===== src/hw/cx_pkg.sv =====
`default_nettype none
package cx_pkg;

   localparam int          NUM_CP       = 8;
   localparam logic [3:0]  CP_FP_LO     = 4'hA;
   localparam logic [3:0]  CP_FP_HI     = 4'hB;
   localparam int          OPSEL_W      = 4;
   localparam int          IMM_W        = 13;
   localparam int          VEC_W        = 128;
   localparam int          CNT_W        = 16;

   localparam int          WB_ADR_W     = 4;
   localparam logic [3:0]  OFS_CTRL     = 4'h0;
   localparam logic [3:0]  OFS_STATUS   = 4'h4;
   localparam logic [3:0]  OFS_DONECNT  = 4'h8;
   localparam logic [3:0]  OFS_UNDEFCNT = 4'hC;
   localparam int          CTRL_EN_BIT  = 0;
   localparam int          CTRL_CLR_BIT = 1;
   localparam logic        CTRL_EN_RST  = 1'b1;
   localparam int          STAT_BUSY    = 0;
   localparam int          STAT_FPU     = 1;
   localparam int          STAT_ERR     = 2;
   localparam int          STAT_ROUTE   = 8;

   typedef enum logic [3:0] {
      CLS_INT1  = 4'h0,
      CLS_INT2  = 4'h1,
      CLS_INT3  = 4'h2,
      CLS_INT1P = 4'h3,
      CLS_INT2P = 4'h4,
      CLS_INT3P = 4'h5,
      CLS_VEC1  = 4'h6,
      CLS_VEC2  = 4'h7,
      CLS_VEC3  = 4'h8
   } cls_e;

   typedef enum logic [1:0] {
      VW_S = 2'b00,
      VW_D = 2'b01,
      VW_Q = 2'b10
   } vwid_e;

   typedef struct packed {
      logic       vecFile;
      logic [4:0] idx;
      logic       pair;
      logic       flags;
   } dest_s;

   typedef struct packed {
      logic [3:0]         cls;
      vwid_e              vwid;
      logic               acc;
      logic [3:0]         cpNum;
      logic [OPSEL_W-1:0] opSel;
      logic [IMM_W-1:0]   imm;
      logic [4:0]         dstIdx;
      logic               toFlags;
      logic [31:0]        rdEven;
      logic [31:0]        rdOdd;
      logic [3:0]         flagsIn;
      logic [VEC_W-1:0]   dstOld;
      logic [VEC_W-1:0]   srcA;
      logic [VEC_W-1:0]   srcB;
   } core_req_s;

   typedef struct packed {
      logic [3:0]         cls;
      vwid_e              vwid;
      logic               acc;
      logic [3:0]         cpNum;
      logic [OPSEL_W-1:0] opSel;
      logic [IMM_W-1:0]   imm;
      dest_s              dest;
      logic [VEC_W-1:0]   accVal;
      logic [VEC_W-1:0]   opA;
      logic [VEC_W-1:0]   opB;
   } dp_req_s;

   typedef struct packed {
      dest_s            dest;
      logic [VEC_W-1:0] result;
      logic [3:0]       flags;
   } dp_rsp_s;

   typedef struct packed {
      dest_s            dest;
      logic             we;
      logic             flagWe;
      logic [VEC_W-1:0] data;
      logic [3:0]       flags;
   } wb_s;

   function automatic logic [VEC_W-1:0] widthMask(input vwid_e w);
      logic [VEC_W-1:0] m;
      m = {VEC_W{1'b1}};
      unique case (w)
         VW_S:    m = {{(VEC_W-32){1'b0}}, {32{1'b1}}};
         VW_D:    m = {{(VEC_W-64){1'b0}}, {64{1'b1}}};
         default: m = {VEC_W{1'b1}};
      endcase
      return m;
   endfunction : widthMask

endpackage : cx_pkg
`default_nettype wire


===== src/hw/operand_former.sv =====
`default_nettype none
module operand_former
   import cx_pkg::*;
#(
   parameter bit FPU_PRESENT = 1'b1
) (
   input  wire core_req_s req,
   output dp_req_s        dpReq,
   output logic           illegal
);

   logic             isVec;
   logic             isPair;
   logic [1:0]       nSrc;
   logic [VEC_W-1:0] mask;

   always_comb begin
      isVec  = (req.cls >= CLS_VEC1) && (req.cls <= CLS_VEC3);
      isPair = (req.cls >= CLS_INT1P) && (req.cls <= CLS_INT3P);
      unique case (req.cls)
         CLS_INT2, CLS_INT2P, CLS_VEC2: nSrc = 2'd2;
         CLS_INT3, CLS_INT3P, CLS_VEC3: nSrc = 2'd3;
         default:                       nSrc = 2'd1;
      endcase
      // Integer operands live in the low word of the wide lane. [RQ8] [RQ10] [RQ11] [RQ12]
      mask = isVec ? widthMask(req.vwid) : {{(VEC_W-32){1'b0}}, {32{1'b1}}};

      dpReq.cls        = req.cls;
      dpReq.vwid       = isVec ? req.vwid : VW_S;
      dpReq.acc        = req.acc;
      dpReq.cpNum      = req.cpNum;
      dpReq.opSel      = req.opSel; // [RQ4]
      dpReq.imm        = req.imm;   // [RQ4]
      dpReq.dest.vecFile = isVec;   // [RQ1] [RQ2]
      dpReq.dest.idx   = req.dstIdx;
      dpReq.dest.pair  = isPair;    // [RQ9]
      dpReq.dest.flags = req.toFlags && !isVec && !isPair; // [RQ5]
      dpReq.opA        = (nSrc >= 2'd2) ? (req.srcA & mask) : '0;
      dpReq.opB        = (nSrc == 2'd3) ? (req.srcB & mask) : '0;

      // The old destination is a source only in accumulate form. [RQ3]
      dpReq.accVal = '0;
      if (req.acc) begin
         if (isVec) begin
            dpReq.accVal = req.dstOld & mask;
         end else if (isPair) begin
            dpReq.accVal = {{(VEC_W-64){1'b0}}, req.rdOdd, req.rdEven}; // [RQ7]
         end else if (req.toFlags) begin
            dpReq.accVal = {{(VEC_W-4){1'b0}}, req.flagsIn};
         end else begin
            dpReq.accVal = {{(VEC_W-32){1'b0}}, req.rdEven};
         end
      end

      illegal = 1'b0;
      if (req.cls > CLS_VEC3) illegal = 1'b1;
      if (req.cpNum >= 4'(NUM_CP)) illegal = 1'b1;                       // [RQ15]
      if (req.cpNum == CP_FP_LO || req.cpNum == CP_FP_HI) illegal = 1'b1; // [RQ15]
      if (isPair && (req.dstIdx[0] || req.toFlags)) illegal = 1'b1;       // [RQ7]
      if (isVec && req.toFlags) illegal = 1'b1;                           // [RQ5] [RQ6]
      if (isVec && req.vwid == 2'b11) illegal = 1'b1;
      if (isVec && !FPU_PRESENT) illegal = 1'b1;                          // [RQ14]
   end

endmodule : operand_former
`default_nettype wire


===== src/hw/cx_wb_regs.sv =====
`default_nettype none
module cx_wb_regs
   import cx_pkg::*;
(
   input  wire logic                clk_sys,
   input  wire logic                srst,
   input  wire logic                wb_cyc_i,
   input  wire logic                wb_stb_i,
   input  wire logic                wb_we_i,
   input  wire logic [WB_ADR_W-1:0] wb_adr_i,
   input  wire logic [31:0]         wb_dat_i,
   input  wire logic [3:0]          wb_sel_i,
   output logic [31:0]              wb_dat_o,
   output logic                     wb_ack_o,
   output logic                     enable,
   output logic                     clearCnt,
   input  wire logic [31:0]         statusWord,
   input  wire logic [CNT_W-1:0]    doneCnt,
   input  wire logic [CNT_W-1:0]    undefCnt
);

   logic        ack_q, ack_d;
   logic        en_q, en_d;
   logic        clr_q, clr_d;
   logic [31:0] dat_q, dat_d;
   logic        hit;

   always_comb begin
      hit   = wb_cyc_i && wb_stb_i && !ack_q;
      ack_d = hit;
      en_d  = en_q;
      clr_d = 1'b0;
      dat_d = dat_q;
      if (hit && wb_we_i && wb_adr_i == OFS_CTRL && wb_sel_i[0]) begin
         en_d  = wb_dat_i[CTRL_EN_BIT];
         clr_d = wb_dat_i[CTRL_CLR_BIT];
      end
      if (hit && !wb_we_i) begin
         unique case (wb_adr_i)
            OFS_CTRL:     dat_d = {31'h0, en_q};
            OFS_STATUS:   dat_d = statusWord;
            OFS_DONECNT:  dat_d = {{(32-CNT_W){1'b0}}, doneCnt};
            OFS_UNDEFCNT: dat_d = {{(32-CNT_W){1'b0}}, undefCnt};
            default:      dat_d = 32'h0;
         endcase
      end
   end

   always_ff @(posedge clk_sys) begin
      if (srst) begin
         ack_q <= 1'b0;
         en_q  <= CTRL_EN_RST;
         clr_q <= 1'b0;
         dat_q <= 32'h0;
      end else begin
         ack_q <= ack_d;
         en_q  <= en_d;
         clr_q <= clr_d;
         dat_q <= dat_d;
      end
   end

   assign wb_ack_o = ack_q;
   assign wb_dat_o = dat_q;
   assign enable   = en_q;
   assign clearCnt = clr_q;

endmodule : cx_wb_regs
`default_nettype wire


===== src/hw/custom_insn_port.sv =====
`default_nettype none
// Functional notes
// (RQ1) Three integer classes read and write GPRs, optionally the condition flags.
// (RQ2) Three vector classes use only the floating-point/vector register file.
// (RQ3) Accumulate forms pass the old destination as a source; others only write.
// (RQ4) Operation selector and immediate both reach the datapath.
// (RQ5) Vector-file instructions never write the condition flags.
// (RQ6) No instruction mixes integer and vector register files.
// (RQ7) Pair operand is even register low, following odd register high.
// (RQ8) Single-result integer classes write one 32-bit GPR or the flags.
// (RQ9) Pair integer classes write a register pair; accumulate also reads it.
// (RQ10) Single-width vector classes write one 32-bit register.
// (RQ11) Double-width vector classes write one 64-bit register.
// (RQ12) Quad-width vector classes write one 128-bit register.
// (RQ13) Per coprocessor number a build option picks datapath or coprocessor.
// (RQ14) Without the floating-point unit, vector custom instructions are undefined.
// (RQ15) Only eight coprocessor numbers; floating-point numbers are never routed.
// (RQ16) Result returns with its destination; only that destination is written.
module custom_insn_port
   import cx_pkg::*;
#(
   parameter bit [NUM_CP-1:0] ROUTE_TO_DP = 8'hFF,
   parameter bit              FPU_PRESENT = 1'b1
) (
   input  wire logic                clk_sys,
   input  wire logic                srst,
   input  wire logic                wb_cyc_i,
   input  wire logic                wb_stb_i,
   input  wire logic                wb_we_i,
   input  wire logic [WB_ADR_W-1:0] wb_adr_i,
   input  wire logic [31:0]         wb_dat_i,
   input  wire logic [3:0]          wb_sel_i,
   output logic [31:0]              wb_dat_o,
   output logic                     wb_ack_o,
   input  wire logic                reqVld,
   output logic                     reqRdy,
   input  wire core_req_s           req,
   output logic                     cmpVld,
   output logic                     cmpUndef,
   output wb_s                      wbOut,
   output dp_req_s                  portReq,
   output logic                     dpReqVld,
   input  wire logic                dpReqRdy,
   input  wire logic                dpRspVld,
   output logic                     dpRspRdy,
   input  wire dp_rsp_s             dpRsp,
   output logic                     cpReqVld,
   input  wire logic                cpReqRdy,
   input  wire logic                cpRspVld,
   output logic                     cpRspRdy,
   input  wire dp_rsp_s             cpRsp
);

   typedef enum logic [1:0] {
      ST_IDLE  = 2'b00,
      ST_ISSUE = 2'b01,
      ST_WAIT  = 2'b10
   } state_e;

   state_e            state_q, state_d;
   dp_req_s           pend_q, pend_d;
   logic              route_q, route_d;
   logic              cmpVld_q, cmpVld_d;
   logic              cmpUndef_q, cmpUndef_d;
   wb_s               wb_q, wb_d;
   logic              err_q, err_d;
   logic [CNT_W-1:0]  done_q, done_d;
   logic [CNT_W-1:0]  undef_q, undef_d;

   dp_req_s           formed;
   logic              illegal;
   logic              enable;
   logic              clearCnt;
   logic              rspVld;
   dp_rsp_s           rsp;
   logic              portRdy;
   logic              destOk;
   logic [VEC_W-1:0]  resMask;
   logic [31:0]       statusWord;

   operand_former #(
      .FPU_PRESENT (FPU_PRESENT)
   ) u_former (
      .req     (req),
      .dpReq   (formed),
      .illegal (illegal)
   );

   always_comb begin
      statusWord = '0;
      statusWord[STAT_BUSY] = (state_q != ST_IDLE);
      statusWord[STAT_FPU]  = FPU_PRESENT;
      statusWord[STAT_ERR]  = err_q;
      statusWord[STAT_ROUTE +: NUM_CP] = ROUTE_TO_DP;
   end

   cx_wb_regs u_regs (
      .clk_sys    (clk_sys),
      .srst       (srst),
      .wb_cyc_i   (wb_cyc_i),
      .wb_stb_i   (wb_stb_i),
      .wb_we_i    (wb_we_i),
      .wb_adr_i   (wb_adr_i),
      .wb_dat_i   (wb_dat_i),
      .wb_sel_i   (wb_sel_i),
      .wb_dat_o   (wb_dat_o),
      .wb_ack_o   (wb_ack_o),
      .enable     (enable),
      .clearCnt   (clearCnt),
      .statusWord (statusWord),
      .doneCnt    (done_q),
      .undefCnt   (undef_q)
   );

   // Only one instruction is in flight, so the core stalls until it completes.
   assign reqRdy   = (state_q == ST_IDLE);
   assign portReq  = pend_q;
   assign dpReqVld = (state_q == ST_ISSUE) && route_q;  // [RQ13]
   assign cpReqVld = (state_q == ST_ISSUE) && !route_q; // [RQ13]
   assign dpRspRdy = (state_q == ST_WAIT) && route_q;
   assign cpRspRdy = (state_q == ST_WAIT) && !route_q;
   assign cmpVld   = cmpVld_q;
   assign cmpUndef = cmpUndef_q;
   assign wbOut    = wb_q;

   always_comb begin
      rspVld  = route_q ? dpRspVld : cpRspVld;
      rsp     = route_q ? dpRsp : cpRsp;
      portRdy = route_q ? dpReqRdy : cpReqRdy;
      destOk  = (rsp.dest == pend_q.dest); // [RQ16]
      resMask = pend_q.dest.vecFile ? widthMask(pend_q.vwid) :
                pend_q.dest.pair ? {{(VEC_W-64){1'b0}}, {64{1'b1}}} :
                {{(VEC_W-32){1'b0}}, {32{1'b1}}};
   end

   always_comb begin
      state_d    = state_q;
      pend_d     = pend_q;
      route_d    = route_q;
      cmpVld_d   = 1'b0;
      cmpUndef_d = 1'b0;
      wb_d       = wb_q;
      wb_d.we    = 1'b0;
      wb_d.flagWe = 1'b0;
      // Software clear is applied first, so an event in the same cycle still counts.
      err_d      = clearCnt ? 1'b0 : err_q;
      done_d     = clearCnt ? '0 : done_q;
      undef_d    = clearCnt ? '0 : undef_q;
      unique case (state_q)
         ST_IDLE: begin
            if (reqVld) begin
               if (illegal || !enable) begin
                  cmpVld_d   = 1'b1; // [RQ6] [RQ14] [RQ15]
                  cmpUndef_d = 1'b1;
                  undef_d    = undef_d + 1'b1;
               end else begin
                  pend_d  = formed;
                  route_d = ROUTE_TO_DP[formed.cpNum[2:0]]; // [RQ13]
                  state_d = ST_ISSUE;
               end
            end
         end
         ST_ISSUE: begin
            if (portRdy) begin
               state_d = ST_WAIT;
            end
         end
         ST_WAIT: begin
            if (rspVld) begin
               cmpVld_d = 1'b1;
               state_d  = ST_IDLE;
               wb_d.dest = pend_q.dest;
               if (destOk) begin
                  // A mismatched destination is dropped so no wrong register is hit.
                  wb_d.we     = !pend_q.dest.flags;            // [RQ8] [RQ9]
                  wb_d.flagWe = pend_q.dest.flags && !pend_q.dest.vecFile; // [RQ5]
                  wb_d.data   = rsp.result & resMask;          // [RQ10] [RQ11] [RQ12]
                  wb_d.flags  = rsp.flags;
                  done_d      = done_d + 1'b1;
               end else begin
                  cmpUndef_d = 1'b1;
                  err_d      = 1'b1;
               end
            end
         end
         default: begin
            state_d = ST_IDLE;
         end
      endcase
   end

   always_ff @(posedge clk_sys) begin
      if (srst) begin
         state_q    <= ST_IDLE;
         pend_q     <= '0;
         route_q    <= 1'b0;
         cmpVld_q   <= 1'b0;
         cmpUndef_q <= 1'b0;
         wb_q       <= '0;
         err_q      <= 1'b0;
         done_q     <= '0;
         undef_q    <= '0;
      end else begin
         state_q    <= state_d;
         pend_q     <= pend_d;
         route_q    <= route_d;
         cmpVld_q   <= cmpVld_d;
         cmpUndef_q <= cmpUndef_d;
         wb_q       <= wb_d;
         err_q      <= err_d;
         done_q     <= done_d;
         undef_q    <= undef_d;
      end
   end
endmodule : custom_insn_port
`default_nettype wire


===== config.mk =====
export PLATFORM = sky130hd
export DESIGN_NAME = custom_insn_port
export DESIGN_NICKNAME = d
export VERILOG_FILES = /design/src/hw/cx_pkg.sv /design/src/hw/operand_former.sv /design/src/hw/cx_wb_regs.sv /design/src/hw/custom_insn_port.sv
export SDC_FILE = /design/constraint.sdc
export NUM_CORES = 1
export LEC_CHECK = 0
export CORE_AREA = 8 8 543 545
export CTS_CLUSTER_SIZE = 40
export DETAILED_ROUTE_END_ITERATION = 8
export DIE_AREA = 0 0 551 553
export DONT_BUFFER_PORTS = 1
export GPL_TIMING_DRIVEN = 0
export SLEW_MARGIN = 0
export SYNTH_ARGS = -nofsm -noshare
export SYNTH_HDL_FRONTEND = slang
export SYNTH_HIERARCHICAL = 1
export SYNTH_SLANG_ARGS = --single-unit
export TNS_END_PERCENT = 30

===== constraint.sdc =====
create_clock -name clk_sys -period 3.05 [get_ports clk_sys]
set_input_delay 0.1525 -clock clk_sys [delete_from_list [all_inputs] [get_ports clk_sys]]
set_output_delay 0.1525 -clock clk_sys [all_outputs]
set_load 0.01 [all_outputs]

# [Word level (Yosys, flattened, before mapping)]
# Memories as Yosys holds them, arrays and structs flattened. A register that Yosys moved wholly into a read port is not among the register bits.
# Index checks and enable logic that the tools add are counted.
[classes] bitwise_logic=9 n_mux=47 n_addsub=2 n_reduce_logical=42 eq_ne=22 order_cmp=7
[op_table] operator="2-to-1 mux 128 bit" n=7
[op_table] operator="AND 128 bit" n=4
[op_table] operator="case mux 128 bit (2 select lines)" n=2
[op_table] operator="2-to-1 mux 140 bit" n=1
[op_table] operator="2-to-1 mux 16 bit" n=8
[op_table] operator="2-to-1 mux 64 bit" n=1
[op_table] operator="case mux 16 bit (4 select lines)" n=1
[op_table] operator="adder 16 x 1 -> 16 bit (second input constant)" n=2
[op_table] operator="2-to-1 mux 32 bit" n=1
[op_table] operator="equality test 4 bit (second input constant)" n=5
[op_table] operator="logical AND 1 bit" n=18
[op_table] operator="2-to-1 mux 1 bit" n=17
[op_table] operator="equality test 4 x 3 -> 1 bit (second input constant)" n=4
[op_table] operator="2-to-1 mux 2 bit" n=5
[op_table] operator="equality test 8 bit" n=1
[op_table] operator="zero test 1 bit" n=8
[op_table] operator="inequality test 2 bit (second input constant)" n=4
[op_table] operator="equality test 2 x 1 -> 1 bit (second input constant)" n=3
[op_table] operator="equality test 2 bit (second input constant)" n=3
[op_table] operator="zero test 2 bit" n=3
[op_table] operator="case mux 2 bit (3 select lines)" n=1
[op_table] operator="AND reduction 3 bit" n=2
[op_table] operator="OR reduction 3 bit" n=2
[op_table] operator="inverter 1 bit" n=5
[op_table] operator="18 further kinds" n=21
[totals] register_bits=634 mem_count=1 mem_bits_ro=8
[memory_table] name="(no name shown)" words=8 width=1 rd=1 rd_clocked_by_memory_dff=1 wr=0 line="custom_insn_port.sv:158" text="route_d = ROUTE_TO_DP[formed.cpNum[2:0]];"

# [Longest topological paths before layout]
[depth] depth_word=11 depth_mapped=14 mapped_depth_nobuf=10

# [By module]
# Netlist, hierarchy kept.
[by_module_without_submodules] mod="custom_insn_port" instances=1 cells_each=2855 area_per_inst_um2=23674.0 seq_area_each_um2=12011.5
[by_module_without_submodules] mod="operand_former" instances=1 cells_each=620 area_per_inst_um2=3754.9 seq_area_each_um2=0.0
[by_module_without_submodules] mod="cx_wb_regs" instances=1 cells_each=167 area_per_inst_um2=1697.9 seq_area_each_um2=700.7

# [Worst setup path before layout]
# Ideal clock, no wire load.
[synth_timing] path_kind="input-to-reg" from="in req[483] in the netlist's numbering" to="reg pend_q, in the netlist portReq[145]" arrival_ps=2399 n_path_buf=5 setup_slack_ps=581 required_ps=2980 setup_time_ps=70 path_stages=14 cell_sequence="buf_2 -> nor2b_1 -> a21oi_2 -> inv_2 -> buf_2 -> a31oi_1 -> o21ai_0 -> nand2b_1 -> nand2b_1 -> clkbuf_1 -> clkbuf_1 -> clkbuf_1 -> nand2_1 -> a21oi_1"
[synth_between] elab_chain_cells=10
[synth_lines] item="start, declared" line="custom_insn_port.sv:37" text="input wire core_req_s req,"
[synth_lines] item="greater-than comparator 4 bit" line="operand_former.sv:56" text="if (req.cls > CLS_VEC3) illegal = 1'b1;"
[synth_lines] item="2-to-1 mux 1 bit" line="operand_former.sv:56"
[synth_lines] item="2-to-1 mux 1 bit" line="operand_former.sv:57" text="if (req.cpNum >= 4'(NUM_CP)) illegal = 1'b1;"
[synth_lines] item="2-to-1 mux 1 bit" line="operand_former.sv:58" text="if (req.cpNum == CP_FP_LO || req.cpNum == CP_FP_HI) illegal = 1'b1;"
[synth_lines] item="2-to-1 mux 1 bit" line="operand_former.sv:59" text="if (isPair && (req.dstIdx[0] || req.toFlags)) illegal = 1'b1;"
[synth_lines] item="2-to-1 mux 1 bit" line="operand_former.sv:60" text="if (isVec && req.toFlags) illegal = 1'b1;"
[synth_lines] item="2-to-1 mux 1 bit *" line="operand_former.sv:61" text="if (isVec && req.vwid == 2'b11) illegal = 1'b1;"
[synth_lines] item="net illegal" line="custom_insn_port.sv:71" text="logic illegal;"
[synth_lines] item="logical OR 1 bit *" line="custom_insn_port.sv:152" text="if (illegal || !enable) begin"
[synth_lines] item="inverter 1 bit (no line) *"
[synth_lines] item="AND reduction 3 bit (no line) *"
[synth_lines] item="end signal, assigned" line="custom_insn_port.sv:205" text="pend_q <= pend_d;"
[synth_lines] item="end, declared" line="custom_insn_port.sv:61" text="dp_req_s pend_q, pend_d;"
# The timed path passes the listed nets; every way through them passes the cells marked *.
# A chain may end at the register's enable or synchronous reset.

# [Final worst setup path]
[layout_timing] from="in req[483] in the netlist's numbering" to="reg pend_q, in the netlist portReq[111]"
# Same word-level chain as after synthesis.

==> impl_metrics.env <==
export IMPL_hp_start="srst"
export IMPL_placed_cell_area_um2=34150
export IMPL_period_share_pct=98.55
export IMPL_r2r_slack_ps=50
export IMPL_worstPathMaxFanout=10
export IMPL_pin_count=1418
export IMPL_hold_path_end="wbOut[76]"
export IMPL_combPwrFrac_pct=13.1
export IMPL_core_um2=286400
export IMPL_numCtsBuffers=84
export IMPL_start_util_pct=10.17
export IMPL_layout_drive_gt1_share_pct=10.50
export IMPL_synth_cell_types=66
export IMPL_met1Wirelength_mm=103.8
export IMPL_crit_required_ps=3680
export IMPL_syn_area_per_cell_um2=7.997
export IMPL_grt_pass1_vias=30830
export IMPL_seqPwrFrac_pct=38.5
export IMPL_drt_iter0_markers=3330
export IMPL_finalNetCount=5366
export IMPL_wl_met2_mm=131.1
export IMPL_cts_tree="done"
export IMPL_synth_top_area_share_pct=43.64
export IMPL_routabilityCongestion=0.9642
export IMPL_p_leak_uw=0.01544
export IMPL_max_slew_margin_pct=6.071
export IMPL_die_h_um=553
export IMPL_final_area_um2=45400
export IMPL_firstDrtPassIters=7
export IMPL_internal_power_uw=15740
export IMPL_floorplan_die_width_um=551
export IMPL_ant_nets=0
export IMPL_max_clock_freq_mhz=332.7
export IMPL_cap_viol_max_count=0
export IMPL_swShare_pct=28.23
export IMPL_h_tree_depth=3
export IMPL_total_power_uw=21930
export IMPL_die_area_um2=304700
export IMPL_outcome="finished clean"
export IMPL_min_path_cells=3
export IMPL_final_util_pct=15.85
export IMPL_yosysWarningCount=6
export IMPL_cts_sinks=635
export IMPL_clkPwrFrac_pct=48.4
export IMPL_hold_viol=0
export IMPL_r2r_end="wbOut[132]"
export IMPL_grt_pass1_wl_mm=357.1
export IMPL_r2r_cells=9
export IMPL_synth_area_um2=29130
export IMPL_slew_viol_final=0
export IMPL_start_kind="input port"
export IMPL_cts_buffer_depth=4
export IMPL_criticalPathCategory="in2reg"
export IMPL_row_count=197
export IMPL_r2r_start="route_q"
export IMPL_grt_overflow=0
export IMPL_holdWs_ps=74.56
export IMPL_setup_violations=0
export IMPL_grt_total_usage_pct=18.03
export IMPL_cts_root_buf="clkbuf_16"
export IMPL_synth_edf_count=0
export IMPL_drc=0
export IMPL_antenna_found_initial=307
export IMPL_peakVddDrop_uv=482.8
export IMPL_worstHoldPathType="in2reg"
export IMPL_worst_pin_slew_ps=1409
export IMPL_grt_max_degree=14
export IMPL_routed_via_density=3.876
export IMPL_fin_crit_ps=3006
export IMPL_io_buffers=0
export IMPL_synth_area_top_cells="dfxtp_1 (44%), nand2_1 (13%), a21oi_1 (8.7%)"
export IMPL_rsz0062_at_grt="true"
export IMPL_route_vias_total=32930
export IMPL_wl_per_cell_um=34.20
export IMPL_clk_pin_slew_ps=60
export IMPL_dp_hpwl_mm=251.6
export IMPL_top_layer_used="met5"
export IMPL_setup_tns_final_ps=0
export IMPL_syn_inst=3642
export IMPL_area_growth_pct=55.87
export IMPL_p_per_area_nw_per_um2=483.0
export IMPL_seq_area_frac_synth_pct=43.64
export IMPL_p_sw_uw=6191
export IMPL_routed_wirelength_mm=290.6
export IMPL_clkLatencyLatePin_ps=810
export IMPL_synth_top_area_cell="dfxtp_1"
export IMPL_cp_arrival_ps=3630
export IMPL_synth_seq_cells=635
export IMPL_critPathCaptureType="flop"
export IMPL_yosys_most_used_dff="dfxtp_1"
export IMPL_skew_ps=64.86
export IMPL_wl_met3_mm=38.82
export IMPL_synth_async_reset_ratio_pct=0
[stage by stage]
step	cells	setup WS, ps
CTS	8391	3.491
floorplan	3670	581.0
global route	8458	-73.58
finish	8497	44.35
global placement	7451	-3275
detailed placement	7462	-2632
[worst max-delay path, stage by stage]
cell and delay (ps):
buf_2 200, nor2b_2 320, a21oi_4 100, inv_2 280
buf_2 360, a31oi_1 140, o21ai_2 310, nand2b_2 260
nor2b_1 70, clkbuf_4 290, clkbuf_4 340, clkbuf_2 320
nand2_1 290, a21oi_1 100
[final cells by class]
class	count	area (um^2)
Antenna cell	106	265.3
Tap cell	3781	4731
Clock buffer	109	2346
Sequential cell	635	12710
Timing Repair Buffer	793	7971
Buffer	335	1680
Clock inverter	39	523.0
Inverter	43	161.4
Fill cell	32270	241000
Multi-Input combinational cell	2656	15010
[power by group through the flow]
| stage | Sequential (uW) | Clock [uW] | Combinational, uW |
|---|---|---|---|
| 4_1_cts | 8450 | 10800 | 2860 |
| 3_3_place_gp | 8630 | 0 | 1600 |
| 5_1_grt | 8450 | 11100 | 2990 |
| 3_5_place_dp | 8630 | 0 | 1630 |
| 6_report | 8450 | 10600 | 2870 |
| 2_1_floorplan | 8580 | 0 | 882 |
[flip-flops by register name, indices dropped and copies added, names as in the netlist, 2 cells and up]
name and cells:
u_regs/wb_dat_o 32, portReq 420, state_q 2, undef_q 16
done_q 16, wbOut 142
[metal layers]
metal	global-route usage [%]	up-vias
met3	9.200	766
li1	-	13990
met5	0	-
met4	6.800	280
met2	29.81	2301
met1	19.66	15590
[timing repair]
item / 4_1_cts / 5_1_grt
resized for setup: 92 / 58
buffers inserted: 7 / 0
setup endpoints to repair: 580 / 415
gates cloned: 0 / 0
hold endpoints to repair: 594 / 0
hold buffers: 775 / 0
pin swaps: 3 / 0
[cell families after synthesis]
| family | share of synthesized area [%] |
|---|---|
| AOI/OAI and AO/OA | 13.43 |
| xor gates and xnor gates | 0.6014 |
| adders and majority gates | 0.08590 |
| buffers and inverters | 5.666 |
| DFF | 43.64 |
| muxes | 9.429 |
| other | 0.02578 |
| and+or+nand+nor | 27.12 |
[how the worst max path moves through the flow]
stage	slack [ps]	end	cells past startpoint	from
2_1_floorplan	580	portReq[145]	14	req[483]
3_5_place_dp	-2630	portReq[112]	14	req[483]
4_1_cts	3	cmpUndef	7	route_q
6_report	40	portReq[111]	14	req[483]
3_3_place_gp	-3270	portReq[113]	14	req[483]
5_1_grt	-70	done_q[14]	9	u_regs/clearCnt
[cells in the final DEF, fill, tap and decap left out, types with 84 or more instances in the layout]
master | synthesis | layout
nand2_1 | 977 | 977
dlygate4sd3_1 | 0 | 775
dfxtp_1 | 635 | 634
a21oi_1 | 509 | 509
and2_1 | 197 | 197
clkbuf_1 | 250 | 186
nor2b_1 | 176 | 175
mux2i_1 | 145 | 132
diode_2 | 0 | 106
mux2_2 | 105 | 105
nor2_1 | 105 | 103
clkbuf_16 | 0 | 84
[synth_stat cells, types with 22 or more instances]
cell type,number
nand2_1,977
dfxtp_1,635
a21oi_1,509
clkbuf_1,250
and2_1,197
nor2b_1,176
mux2i_1,145
mux2_2,105
nor2_1,105
and3_1,70
a22oi_1,45
nand2b_1,42
inv_1,41
a41o_1,38
buf_4,36
buf_2,27
nand3_1,25
a21oi_2,22
(Power assumes the default switching activity.)
